--- config.mk ---
export PLATFORM = sky130hd
export DESIGN_NAME = switch_monitor_lifecycle_control
export DESIGN_NICKNAME = d
export VERILOG_FILES = /design/src/shared/lifecycle_pkg.sv /design/src/hdl/switch_monitor_lifecycle_control.sv
export SDC_FILE = /design/constraint.sdc
export NUM_CORES = 1
export LEC_CHECK = 0
export BUFFER_PORTS_ARGS = -buffer_cell sky130_fd_sc_hd__buf_2
export CAP_MARGIN = 40
export CORE_MARGIN = 4
export CORE_UTILIZATION = 44
export CTS_CLUSTER_SIZE = 40
export DETAILED_ROUTE_END_ITERATION = 12
export PLACE_DENSITY = 0.72
export SYNTH_ARGS = -nofsm -noshare
export SYNTH_HDL_FRONTEND = slang
export SYNTH_SLANG_ARGS = --single-unit
--- constraint.sdc ---
create_clock -name clock_i -period 3.5 [get_ports clock_i]
set_input_delay 0 -clock clock_i [delete_from_list [all_inputs] [get_ports clock_i]]
set_output_delay 0 -clock clock_i [all_outputs]
set_load 0.02 [all_outputs]
--- src/shared/lifecycle_pkg.sv ---
// Constants and types for switch monitor lifecycle control
package lifecycle_pkg;

    localparam int CLK_MHZ      = 200;
    // Factory load plus state machine start-up time
    localparam int INIT_TIME_NS = 1000;
    localparam int INIT_CYCLES  = (INIT_TIME_NS * CLK_MHZ + 999) / 1000;
    localparam logic [7:0] INIT_CNT_LAST = 8'(INIT_CYCLES - 1);

    localparam int CFG_W = 16;
    localparam int CCP_W = 8;
    localparam logic [CFG_W-1:0] CFG_RST = 16'h0000;
    localparam logic [CCP_W-1:0] CCP_RST = 8'h00;

    // Synchronizer lanes
    localparam int SYNC_POR = 0;
    localparam int SYNC_UV  = 1;
    localparam int SYNC_PIN = 2;
    localparam int SYNC_N   = 3;

    typedef enum logic [1:0] {
        ST_OFF   = 2'b00,
        ST_INIT  = 2'b01,
        ST_CHECK = 2'b10,
        ST_OPER  = 2'b11
    } state_t;

endpackage

--- src/hdl/switch_monitor_lifecycle_control.sv ---
// Lifecycle control: init, run gating, resets and under-voltage handling
`timescale 1ns/100ps
module switch_monitor_lifecycle_control (
    // Clock and reset
    input  wire logic                             clock_i,
    input  wire logic                             nrst_i,
    // Asynchronous supply comparators and reset pin
    input  wire logic                             supply_ok_i,
    input  wire logic                             supply_uv_i,
    input  wire logic                             reset_pin_i,
    // Factory self-check result
    input  wire logic                             selfcheck_ok_i,
    // Main control register write
    input  wire logic                             ctrl_wr_i,
    input  wire logic                             run_wr_i,
    input  wire logic                             crc_req_wr_i,
    input  wire logic                             sw_reset_wr_i,
    // Configuration writes
    input  wire logic                             cfg_wr_i,
    input  wire logic [lifecycle_pkg::CFG_W-1:0]  cfg_data_i,
    input  wire logic                             ccp_wr_i,
    input  wire logic [lifecycle_pkg::CCP_W-1:0]  ccp_data_i,
    // Serial transaction events
    input  wire logic                             cs_rise_i,
    input  wire logic                             stat_read_i,
    // Poller events
    input  wire logic                             poll_cycle_done_i,
    input  wire logic                             switch_change_i,
    // Control outputs
    output logic                                  run_o,
    output logic                                  monitor_en_o,
    output logic                                  spi_ready_o,
    output logic                                  crc_start_o,
    output logic                                  poll_restart_o,
    output logic                                  baseline_load_o,
    output logic [lifecycle_pkg::CFG_W-1:0]       config_o,
    output logic [lifecycle_pkg::CCP_W-1:0]       clean_current_config_o,
    // Interrupt and status
    output logic                                  int_n_o,
    output logic                                  por_flag_o,
    output logic                                  por_serial_flag_o,
    output logic                                  selfcheck_error_flag_o,
    output logic                                  undervoltage_flag_o,
    output logic                                  switch_change_event_o,
    output logic                                  undervoltage_live_bit_o,
    output logic                                  other_interrupt_serial_flag_o
);
    import lifecycle_pkg::*;

    logic [SYNC_N-1:0] async_in;
    logic [SYNC_N-1:0] meta_reg;
    logic [SYNC_N-1:0] sync_reg;

    assign async_in[SYNC_POR] = supply_ok_i;
    assign async_in[SYNC_UV]  = supply_uv_i;
    assign async_in[SYNC_PIN] = reset_pin_i;

    // Zero reset keeps the supply lane low, so the device starts halted
    genvar gi;
    generate
        for (gi = 0; gi < SYNC_N; gi++) begin : g_sync
            always_ff @(posedge clock_i or negedge nrst_i) begin
                if (!nrst_i) begin
                    meta_reg[gi] <= 1'b0;
                    sync_reg[gi] <= 1'b0;
                end else begin
                    meta_reg[gi] <= async_in[gi];
                    sync_reg[gi] <= meta_reg[gi];
                end
            end
        end
    endgenerate

    logic por_ok_s;
    logic uv_s;
    logic pin_s;
    assign por_ok_s = sync_reg[SYNC_POR];
    assign uv_s     = sync_reg[SYNC_UV];
    assign pin_s    = sync_reg[SYNC_PIN];

    // Lifecycle state
    state_t             state_reg, state_next;
    logic [7:0]         init_cnt_reg, init_cnt_next;
    logic               run_reg, run_next;
    logic [CFG_W-1:0]   cfg_reg, cfg_next;
    logic [CCP_W-1:0]   clean_current_config_reg, clean_current_config_next;
    logic               por_reg, por_next;
    logic               chk_reg, chk_next;
    logic               uvf_reg, uvf_next;
    logic               ssc_reg, ssc_next;
    logic               uv_live_reg, uv_live_next;
    logic               await_reg, await_next;
    logic               crc_reg, crc_next;
    logic               restart_reg, restart_next;
    logic               base_reg, base_next;

    logic halt;
    logic sw_rst;
    logic clear_all;
    logic oper;
    logic stat_clr;
    logic uv_entry;
    logic uv_exit;
    logic first_poll;

    assign oper       = (state_reg == ST_OPER);
    // Pin high or supply below threshold halts everything
    assign halt       = !por_ok_s || pin_s;
    assign sw_rst     = oper && ctrl_wr_i && sw_reset_wr_i;
    assign clear_all  = halt || sw_rst;
    // Clear only when the status was read in the frame
    assign stat_clr   = cs_rise_i && stat_read_i;
    // Edge based, so one interrupt per transition
    assign uv_entry   = uv_s && !uv_live_reg;
    assign uv_exit    = !uv_s && uv_live_reg;
    assign first_poll = await_reg && poll_cycle_done_i && !uv_live_reg;

    always_comb begin
        state_next                = state_reg;
        init_cnt_next             = init_cnt_reg;
        run_next                  = run_reg;
        cfg_next                  = cfg_reg;
        clean_current_config_next = clean_current_config_reg;
        por_next                  = por_reg;
        chk_next                  = chk_reg;
        uvf_next                  = uvf_reg;
        ssc_next                  = ssc_reg;
        uv_live_next              = uv_live_reg;
        await_next                = await_reg;
        crc_next                  = 1'b0;
        restart_next              = 1'b0;
        base_next                 = 1'b0;
        if (clear_all) begin
            // Everything back to defaults; halt parks in OFF
            state_next                = halt ? ST_OFF : ST_INIT;
            init_cnt_next             = 8'h00;
            run_next                  = 1'b0;
            cfg_next                  = CFG_RST;
            clean_current_config_next = CCP_RST;
            por_next                  = 1'b0;
            chk_next                  = 1'b0;
            uvf_next                  = 1'b0;
            ssc_next                  = 1'b0;
            uv_live_next              = 1'b0;
            await_next                = 1'b0;
        end else begin
            unique case (state_reg)
                ST_OFF: begin
                    // Release of pin or supply restarts init
                    state_next    = ST_INIT;
                    init_cnt_next = 8'h00;
                end
                ST_INIT: begin
                    if (init_cnt_reg == INIT_CNT_LAST) begin
                        state_next = ST_CHECK;
                    end else begin
                        init_cnt_next = init_cnt_reg + 8'h01;
                    end
                end
                ST_CHECK: begin
                    por_next   = 1'b1;
                    chk_next   = !selfcheck_ok_i;
                    state_next = ST_OPER;
                end
                ST_OPER: begin
                    if (ctrl_wr_i) begin
                        run_next = run_wr_i;
                    end
                    // Checksum request regardless of run bit
                    crc_next = ctrl_wr_i && crc_req_wr_i;
                    if (cfg_wr_i && !run_reg) begin
                        cfg_next = cfg_data_i;
                    end
                    if (ccp_wr_i) begin
                        clean_current_config_next = ccp_data_i;
                    end
                    // Under-voltage only touches its own bits
                    uv_live_next = uv_s;
                    // Recovery restarts polling at first channel
                    restart_next = uv_exit;
                    if (uv_exit) begin
                        await_next = 1'b1;
                    end else if (first_poll) begin
                        await_next = 1'b0;
                    end
                    // First cycle after recovery is the baseline
                    base_next = first_poll;
                    // Set wins over a same-cycle clear
                    por_next = por_reg && !stat_clr;
                    chk_next = chk_reg && !stat_clr;
                    // Flag on entry, and again on exit
                    uvf_next = (uvf_reg && !stat_clr) || uv_entry || uv_exit;
                    ssc_next = (ssc_reg && !stat_clr) || switch_change_i || first_poll;
                end
            endcase
        end
    end

    always_ff @(posedge clock_i or negedge nrst_i) begin
        if (!nrst_i) begin
            state_reg                <= ST_OFF;
            init_cnt_reg             <= 8'h00;
            run_reg                  <= 1'b0;
            cfg_reg                  <= CFG_RST;
            clean_current_config_reg <= CCP_RST;
            por_reg                  <= 1'b0;
            chk_reg                  <= 1'b0;
            uvf_reg                  <= 1'b0;
            ssc_reg                  <= 1'b0;
            uv_live_reg              <= 1'b0;
            await_reg                <= 1'b0;
            crc_reg                  <= 1'b0;
            restart_reg              <= 1'b0;
            base_reg                 <= 1'b0;
        end else begin
            state_reg                <= state_next;
            init_cnt_reg             <= init_cnt_next;
            run_reg                  <= run_next;
            cfg_reg                  <= cfg_next;
            clean_current_config_reg <= clean_current_config_next;
            por_reg                  <= por_next;
            chk_reg                  <= chk_next;
            uvf_reg                  <= uvf_next;
            ssc_reg                  <= ssc_next;
            uv_live_reg              <= uv_live_next;
            await_reg                <= await_next;
            crc_reg                  <= crc_next;
            restart_reg              <= restart_next;
            base_reg                 <= base_next;
        end
    end

    // Wetting and monitoring need run and no under-voltage
    assign monitor_en_o                  = oper && run_reg && !uv_live_reg;
    assign run_o                         = run_reg;
    assign spi_ready_o                   = oper;
    assign crc_start_o                   = crc_reg;
    assign poll_restart_o                = restart_reg;
    assign baseline_load_o               = base_reg;
    assign config_o                      = cfg_reg;
    assign clean_current_config_o        = clean_current_config_reg;
    assign int_n_o                       = !(por_reg || chk_reg || uvf_reg || ssc_reg);
    assign por_flag_o                    = por_reg;
    assign por_serial_flag_o             = por_reg;
    assign selfcheck_error_flag_o        = chk_reg;
    assign undervoltage_flag_o           = uvf_reg;
    assign switch_change_event_o         = ssc_reg;
    assign undervoltage_live_bit_o       = uv_live_reg;
    assign other_interrupt_serial_flag_o = uv_live_reg;
endmodule // switch_monitor_lifecycle_control

; After elaboration in Yosys (flattened, before gate mapping)
; Cells that the tools add are included.
[totals]
reg_bits = 50
output_inout_bits = 38
[op_classes]
add_sub_neg = 1
n_eq_ne = 6
muxes = 36
n_reduce_logical = 46
[ops]
columns = op, count
row1 = $mux 16, 3
row2 = $mux 8, 5
row3 = $mux 1, 22
row4 = $pmux 8 s2, 1
row5 = $logic_and 1x1->1, 15
row6 = $reduce_and 2->1, 6
row7 = $logic_or 1x1->1, 9
row8 = $reduce_bool 3->1, 3
row9 = $add 8x1->8 const B, 1
row10 = $eq 8x8->1 const B, 1
row11 = $reduce_bool 2->1, 4
row12 = $logic_not 1->1, 7
row13 = $ne 3x3->1 const B, 2
row14 = $pmux 2 s3, 1
row15 = $eq 2x2->1 const B, 2
row16 = $mux 2, 2
row17 = $pmux 1 s2, 2
row18 = $reduce_bool 4->1, 1
row19 = $eq 2x1->1 const B, 1
row20 = $logic_not 2->1, 1

; Longest topological paths before layout
; Gate-level depths: netlist of the first run.
[logic_depth]
word_depth = 7
mapped_depth = 6
depth_no_buf = 6

; Least setup slack after synthesis of the first run
; No wires, ideal clock.
[synth_timing]
path_type = reg-to-reg
start = register state_reg[0]
end = register init_cnt_reg[6]
arrival_time_ps = 1616
slack_ps = 1760
path_stages_with_launch = 6
path_buffers = 0
period_less_slack_ps = 1740
cell_sequence = dfrtp_1 ha_1 nand3_1 and2_1 and4_1 a211o_1
[synth_between]
elab_chain_len = 6
word_cells_on_any_way = 11
cone_classes = eq/ne: 3 / mux: 2 / reduce/logical: 6
[synth_lines]
columns = item, line_no
row1 = start: declaration, switch_monitor_lifecycle_control.sv:82  ; state_t state_reg, state_next;
row2 = start signal: assignment, switch_monitor_lifecycle_control.sv:216  ; state_reg <= state_next;
row3 = $eq 2x2->1 *, switch_monitor_lifecycle_control.sv:106  ; assign oper = (state_reg == ST_OPER);
row4 = named net spi_ready_o, switch_monitor_lifecycle_control.sv:32  ; output logic spi_ready_o,
row5 = $logic_and 1x1->1 * (2 in a row), switch_monitor_lifecycle_control.sv:109  ; assign sw_rst = oper && ctrl_wr_i && sw_reset_wr_i;
row6 = $logic_or 1x1->1 *, switch_monitor_lifecycle_control.sv:110  ; assign clear_all = halt || sw_rst;
row7 = $ne 3x3->1 (no line) / $reduce_bool 3->1 (equally long branches), n/a
row8 = $reduce_and 2->1 (no line), n/a
row9 = end signal: assignment, switch_monitor_lifecycle_control.sv:217  ; init_cnt_reg <= init_cnt_next;
row10 = end: declaration, switch_monitor_lifecycle_control.sv:83  ; logic [7:0] init_cnt_reg, init_cnt_next;
; The timed path passes the listed nets; every way through them passes the cells marked *.
; A chain may end at the register's enable or synchronous reset.

; Final worst setup path of the first run
[layout_timing]
start = register state_reg[1]
end = register init_cnt_reg[0]
[layout_between]
elab_chain_len = 6
word_cells_on_any_way = 11
cone_classes = eq/ne: 3 / mux: 2 / reduce/logical: 6
[layout_lines]
columns = item, line_no
row1 = $eq 2x2->1, switch_monitor_lifecycle_control.sv:106
row2 = $logic_and 1x1->1 (2 in a row), switch_monitor_lifecycle_control.sv:109
row3 = $logic_or 1x1->1, switch_monitor_lifecycle_control.sv:110
row4 = $ne 3x3->1 (no line) / $reduce_bool 3->1 (equally long branches), n/a
row5 = $reduce_and 2->1 (no line), n/a
; Several ways; a longest one is shown, not always the timed one.

==> results by group, run 1 <==
Cells and area
  • # fillers: 395
  • Most frequent cells in the layout: buf_2 (77), nand2_1 (50), dfrtp_1 (50)
  • Final std cells w/o fill: 402
  • Final-stage net count: 379
  • Design area: 3080 µm²
  • Area grow syn2layout: 38.9%
  • Largest register FFs: 16
  • Commonest non-fill, non-tap cell in the layout: buf_2
  • Share of cells above drive strength 1: 0.284
  • N_diodes: 0

Route
  • 1st-pass router iterations: 5
  • DR vias: 2,037
  • DRT iter0 DRCs: 108
  • Avg WL per Cell: 14.1 µm
  • DR DRC count: 0
  • Routed WL: 5650 µm
  • Final ANT Viol Nets: 0
  • Via-to-Cell Ratio: 5.07

STA
  • Slew Viols, Final: 0
  • Post-route minimum period: 1970 ps
  • Clk_skew: 12.6 ps
  • Final setup viols: 0
  • Rel. slew slack: 0.549
  • Setup ws final: 1530 ps
  • Hold Fails Final Rpt: 0
  • Final Cycle Share: 0.562
  • RSZ-0062 raised after global routing: no
  • Final TNS setup: 0 ps
  • Worst-Margin Slew: 675 ps
  • Peak Freq: 508 MHz

Synth
  • Post-synth net total: 272
  • Async SR Flop Fraction: 1.00
  • FF+latch count, synth: 50
  • Seq/Total Area, Yosys: 0.564
  • Avg Inst Size Synth: 9.77 µm²
  • Synth unique cells: 43
  • EDFF count, synth: 0
  • Synth warn: 0
  • Post-Syn Area: 2220 µm²
  • Top_reg_cell synth: dfrtp_1
  • Post-synthesis cell count: 227

Clock network
  • Cts bufs inserted: 5
  • CTS clk-pin slew, worst paths: 100 ps
  • CTS tree: yes
  • H-Tree Depth: 2
  • Worst-Skew Late Latency: 320 ps
  • Post-CTS Setup Bufs: 0
  • Sink Count: 50
  • CTS Root Cell: clkbuf_8
  • CTS max path bufs: 2

Place
  • GPL Wtd Cong: 0.875
  • Placed cell area: 2670 µm²
  • Dpl ws: 1550 ps
  • Port bufs: 77
  • Placed Instances: 362
  • HPWL Detailed: 3830 µm

Die
  • Initial core utilization: 0.461
  • Die Width: 79.0 µm
  • # rows: 25
  • Core ar.: 4820 µm²
  • Die area: 6240 µm²
  • Die Y: 79.0 µm
  • # IOs: 78

GRT
  • Initial antenna violation count: 0
  • Global-route wire length before repair: 8990 µm
  • Total track usage: 0.184
  • Vias in the first global route: 1,851
  • Global route overflow: 0
  • Pin count of the biggest net entering global routing: 35

Worst setup path
  • Worst setup path class: reg2reg
  • CP startpoint kind: register
  • Kind of end point of the critical path: register
  • CP required: 3700 ps
  • Worst r2r dst: init_cnt_reg[0]
  • R2R cell count: 5
  • Crit Path Max Fanout: 34
  • Crit path DAT: 2170 ps
  • Worst Setup SP: state_reg[1]
  • Crit path to: init_cnt_reg[0]
  • FF-to-FF Start: state_reg[1]
  • Reg-to-reg setup timing slack: 1530 ps

Job
  • # Max-Cap Violations: 0

Hold path
  • Hold path startpoint: ccp_wr_i
  • Hold/Removal Path Class: in2reg

Power and ir drop
  • Worst VDD drop: 0.218 mV
  • Tot Pwr: 1.05 mW
  • Pwr dens: 340 nW/µm²
  • Leak Pwr: 1.49 nW

Outcome
  • Status: finished, final reports clean
kinds of logic (layout without fill, tap and decap cells):
kind of cell | count (synthesis) | in the layout | synth area share
AND/OR/NAND/NOR | 104 | 104 | 0.227
multiplexers | 2 | 2 | 0.00959
flip-flops | 50 | 50 | 0.564
buffers and inverters | 14 | 122 | 0.0271
AO/OA/AOI/OAI | 51 | 51 | 0.140
adder cells (fa/ha/maj) | 5 | 5 | 0.0282
XOR/XNOR | 1 | 1 | 0.00395
what timing repair did:
action	in CTS	in global routing
hold endpoints to repair	51	0
gates resized for setup	0	0
hold buffers	32	0
worst min path at each step:
stage                                endpoint  slack, ps  cells past startpoint
floorplan                           await_reg       -300                      0
global placement                  meta_reg[0]        110                      1
detailed placement  clean_current_config_o[4]         -4                      1
CTS                 clean_current_config_o[0]          1                      3
global route        clean_current_config_o[2]         30                      3
finish              clean_current_config_o[2]          7                      3
area by class of cell:
| class | instances | area (µm²) | area share |
|---|---|---|---|
| flip-flops and latches | 50 | 1250 | 0.406 |
| clock buffers | 6 | 82.6 | 0.0268 |
| well taps | 67 | 83.8 | 0.0272 |
| multi-input cells | 163 | 907 | 0.294 |
| clock inverters | 2 | 12.5 | 0.00406 |
| repair buffers | 111 | 733 | 0.238 |
| inverters | 3 | 11.3 | 0.00365 |
through the flow:
stage | hold WS, ps | utilization
after floorplan | -296 | -
after global placement | 109 | 0.549
after detailed placement | -4.28 | 0.554
after CTS | 1.09 | 0.640
after global routing | 25.6 | 0.640
final | 6.56 | 0.640
metal layers:
layer	share of wire	vias to the layer above	wire [µm]	track usage
met1	0.44	961	2490	0.257
met3	0.063	11	355	0.0408
met4	0.016	0	93	0.0619
li1	-	993	-	-
met5	0	-	0	0
met2	0.48	72	2720	0.285
cell usage after synthesis, drive strengths merged (2+ instances only):
library cell	count	area share
a22o	2	0.0085
nand2b	2	0.0056
a21oi	31	0.070
buf	6	0.014
o21ai	5	0.016
nand2	51	0.087
nor3	3	0.0068
and3b	3	0.012
nand3	17	0.038
nor4	2	0.0056
ha	5	0.028
clkbuf	5	0.0085
inv	3	0.0051
nor2	12	0.020
nor2b	2	0.0056
dfrtp	50	0.56
and4	3	0.012
and3	2	0.0056
a31oi	4	0.011
power breakdown:
part           leakage (nW)  switching (mW)  internal [mW]  total [mW]
logic                 0.763          0.0548         0.0547       0.110
clock network        0.0472           0.190          0.159       0.349
registers             0.683         0.00474          0.584       0.588
total                  1.49           0.249          0.797        1.05
worst max-delay path, cell delays in order (launching register included):
cell	delay (ps)
dfrtp_1	410
ha_1	190
nand3_1	220
nand2_2	570
nor2_1	160
mux2_2	290
(Power assumes the default switching activity.)
==> inputs of run 2 (changes only) <==
==> constraint.sdc (replaced) <==
create_clock -name clock_i -period 1.9 [get_ports clock_i]
set_input_delay 0 -clock clock_i [delete_from_list [all_inputs] [get_ports clock_i]]
set_output_delay 0 -clock clock_i [all_outputs]
set_load 0.02 [all_outputs]
==> results by group, run 2 (synthesis results as in run 1) <==
Outcome
  • Status: finished, final reports clean

Cells and area
  • Design area: 3120 µm² (+1.1%)
  • N_diodes: 0 (unchanged)
  • Final-stage net count: 382 (+0.79%)
  • Most frequent cells in the layout: buf_2 (77), nand2_1 (50), dfrtp_1 (50)
  • Commonest non-fill, non-tap cell in the layout: buf_2
  • Area grow syn2layout: 40.5%
  • Final core occ: 0.647 (+0.00727)
  • Share of cells above drive strength 1: 0.287 (+0.00340)
  • Largest register FFs: 16 (unchanged)

GRT
  • Global route overflow: 0 (unchanged)
  • Vias in the first global route: 2,098 (+13%)
  • Initial antenna violation count: 0 (unchanged)
  • Global-route wire length before repair: 10,000 µm (+12%)
  • Total track usage: 0.205 (+0.0206)
  • Pin count of the biggest net entering global routing: 28 (-20%)

Route
  • DRT iter0 DRCs: 84 (-22%)
  • DR DRC count: 0 (unchanged)
  • Final ANT Viol Nets: 0 (unchanged)
  • 1st-pass router iterations: 4 (-1)
  • DR vias: 2,045 (+0.39%)
  • Routed WL: 5780 µm (+2.3%)
  • Avg WL per Cell: 14.3 µm (+1.5%)
  • Via-to-Cell Ratio: 5.05 (-0.35%)

Power and ir drop
  • Combinational share of power: 0.101 (-0.004)
  • Seq pwr share: 0.537 (-0.025)
  • Pwr dens: 648 nW/µm² (+91%)
  • Clk pwr share: 0.362 (+0.029)
  • Switching share of power: 0.221 (-0.0168)
  • NetSw: 0.447 mW (+79%)
  • Leak Pwr: 1.52 nW (+1.5%)
  • Tot Pwr: 2.02 mW (+93%)
  • Int Power: 1.57 mW (+97%)
  • Worst VDD drop: 0.410 mV (+88%)

Clock network
  • Cts bufs inserted: 5 (unchanged)
  • Worst-Skew Late Latency: 300 ps (-20 ps)
  • H-Tree Depth: 2 (unchanged)
  • CTS max path bufs: 2 (unchanged)
  • Sink Count: 50 (unchanged)
  • CTS clk-pin slew, worst paths: 90 ps (about the same)
  • CTS Root Cell: clkbuf_8
  • CTS tree: yes

Die
  • Core ar.: 4820 µm² (unchanged)
  • Die Width: 79.0 µm (unchanged)
  • # IOs: 78 (unchanged)
  • Die area: 6240 µm² (unchanged)
  • # rows: 25 (unchanged)
  • Initial core utilization: 0.461 (unchanged)
  • Die Y: 79.0 µm (unchanged)

Place
  • Port bufs: 77 (unchanged)
  • GPL Wtd Cong: 0.878 (+0.34%)
  • HPWL Detailed: 3940 µm (+2.8%)
  • Placed cell area: 2700 µm² (+1.1%)

STA
  • Slew Viols, Final: 0 (unchanged)
  • Final Cycle Share: 0.937 (+0.375)
  • Rel. slew slack: 0.613 (+0.0647)
  • Worst-Margin Slew: 580 ps (-95.0 ps)
  • Fin Hold WS: 18.6 ps (+12.1 ps)
  • Clk_skew: 8.64 ps (-4.01 ps)
  • Post-route minimum period: 1780 ps (-187 ps)
  • Final TNS setup: 0 ps (unchanged)
  • Hold Fails Final Rpt: 0 (unchanged)
  • RSZ-0062 raised after global routing: no
  • Final setup viols: 0 (unchanged)
  • Peak Freq: 562 MHz (+10%)

Worst setup path
  • Worst setup path class: reg2reg
  • Kind of end point of the critical path: register
  • Crit path DAT: 2030 ps (-140 ps)
  • CP required: 2150 ps (-1550 ps)
  • Reg-to-reg setup timing slack: 120 ps (-1410 ps)
  • CP startpoint kind: register
  • Crit Path Max Fanout: 24 (-29%)

Job
  • # Max-Cap Violations: 0 (unchanged)

Hold path
  • Hold/Removal Path Class: in2reg
-- run 2: cell count changes in the layout (fill, tap and decap cells not counted) --
cell / before / now
clkbuf_8: 6 / 5
clkbuf_1: 0 / 2
buf_4: 1 / 4
bufinv_16: 0 / 1
buf_6: 0 / 1
clkinv_2: 1 / 0
clkinvlp_4: 1 / 0
dlygate4sd3_1: 32 / 31
-- run 2: per-layer routing --
metal,up-vias,routed length (µm),GRT usage
met3,11,364,0.0442
li1,1005,-,-
met2,70,2700,0.320
met4,0,129,0.0876
met1,959,2580,0.276
met5,-,0,0
-- run 2: final timing paths --
path | start | endpoint | depth (start not counted)
max in group asynchronous | nrst_i | init_cnt_reg[4] | 3
min in group asynchronous | nrst_i | clean_current_config_o[5] | 2
max | state_reg[1] | crc_start_o | 5
min | switch_change_i | switch_change_event_o | 3
max reg2reg | state_reg[1] | crc_start_o | 5
min reg2reg | meta_reg[2] | pin_s | 0
-- run 2: final cells by class --
type                    instances  area (µm²)
fillers                       398        1700
well taps                      67        83.8
flip-flops and latches         50        1250
clock buffers                   7        76.3
inverters                       3        11.3
multi-input cells             163         907
repair buffers                114         757
clock inverters                 1        30.0
-- run 2: through the flow --
step / setup WS [ps] / cells
2_1_floorplan: 160 / 227
3_3_place_gp: 237 / 366
3_5_place_dp: 215 / 366
4_1_cts: 99.5 / 405
5_1_grt: 14.1 / 405
6_report: 120 / 405
-- run 2: power by group through the flow --
stage / logic (mW) / clock network [mW] / registers, mW
floorplan: 0.0663 / 0 / 1.11
global placement: 0.155 / 0 / 1.10
detailed placement: 0.156 / 0 / 1.11
CTS: 0.205 / 0.753 / 1.08
global route: 0.229 / 0.801 / 1.09
finish: 0.205 / 0.732 / 1.08
-- run 2: critical path, cell delays in order (launching register included) --
cell,delay [ps]
dfrtp_1,410
ha_1,220
buf_6,220
nand2_1,120
nor4_1,180
dlygate4sd3_1,580
-- run 2: what timing repair did --
item / CTS / global route
setup buffers: 0 / 0
resized for setup: 0 / 1
endpoints found under the hold margin: 53 / 0
setup endpoints to repair: 0 / 1
hold buffers: 31 / 0
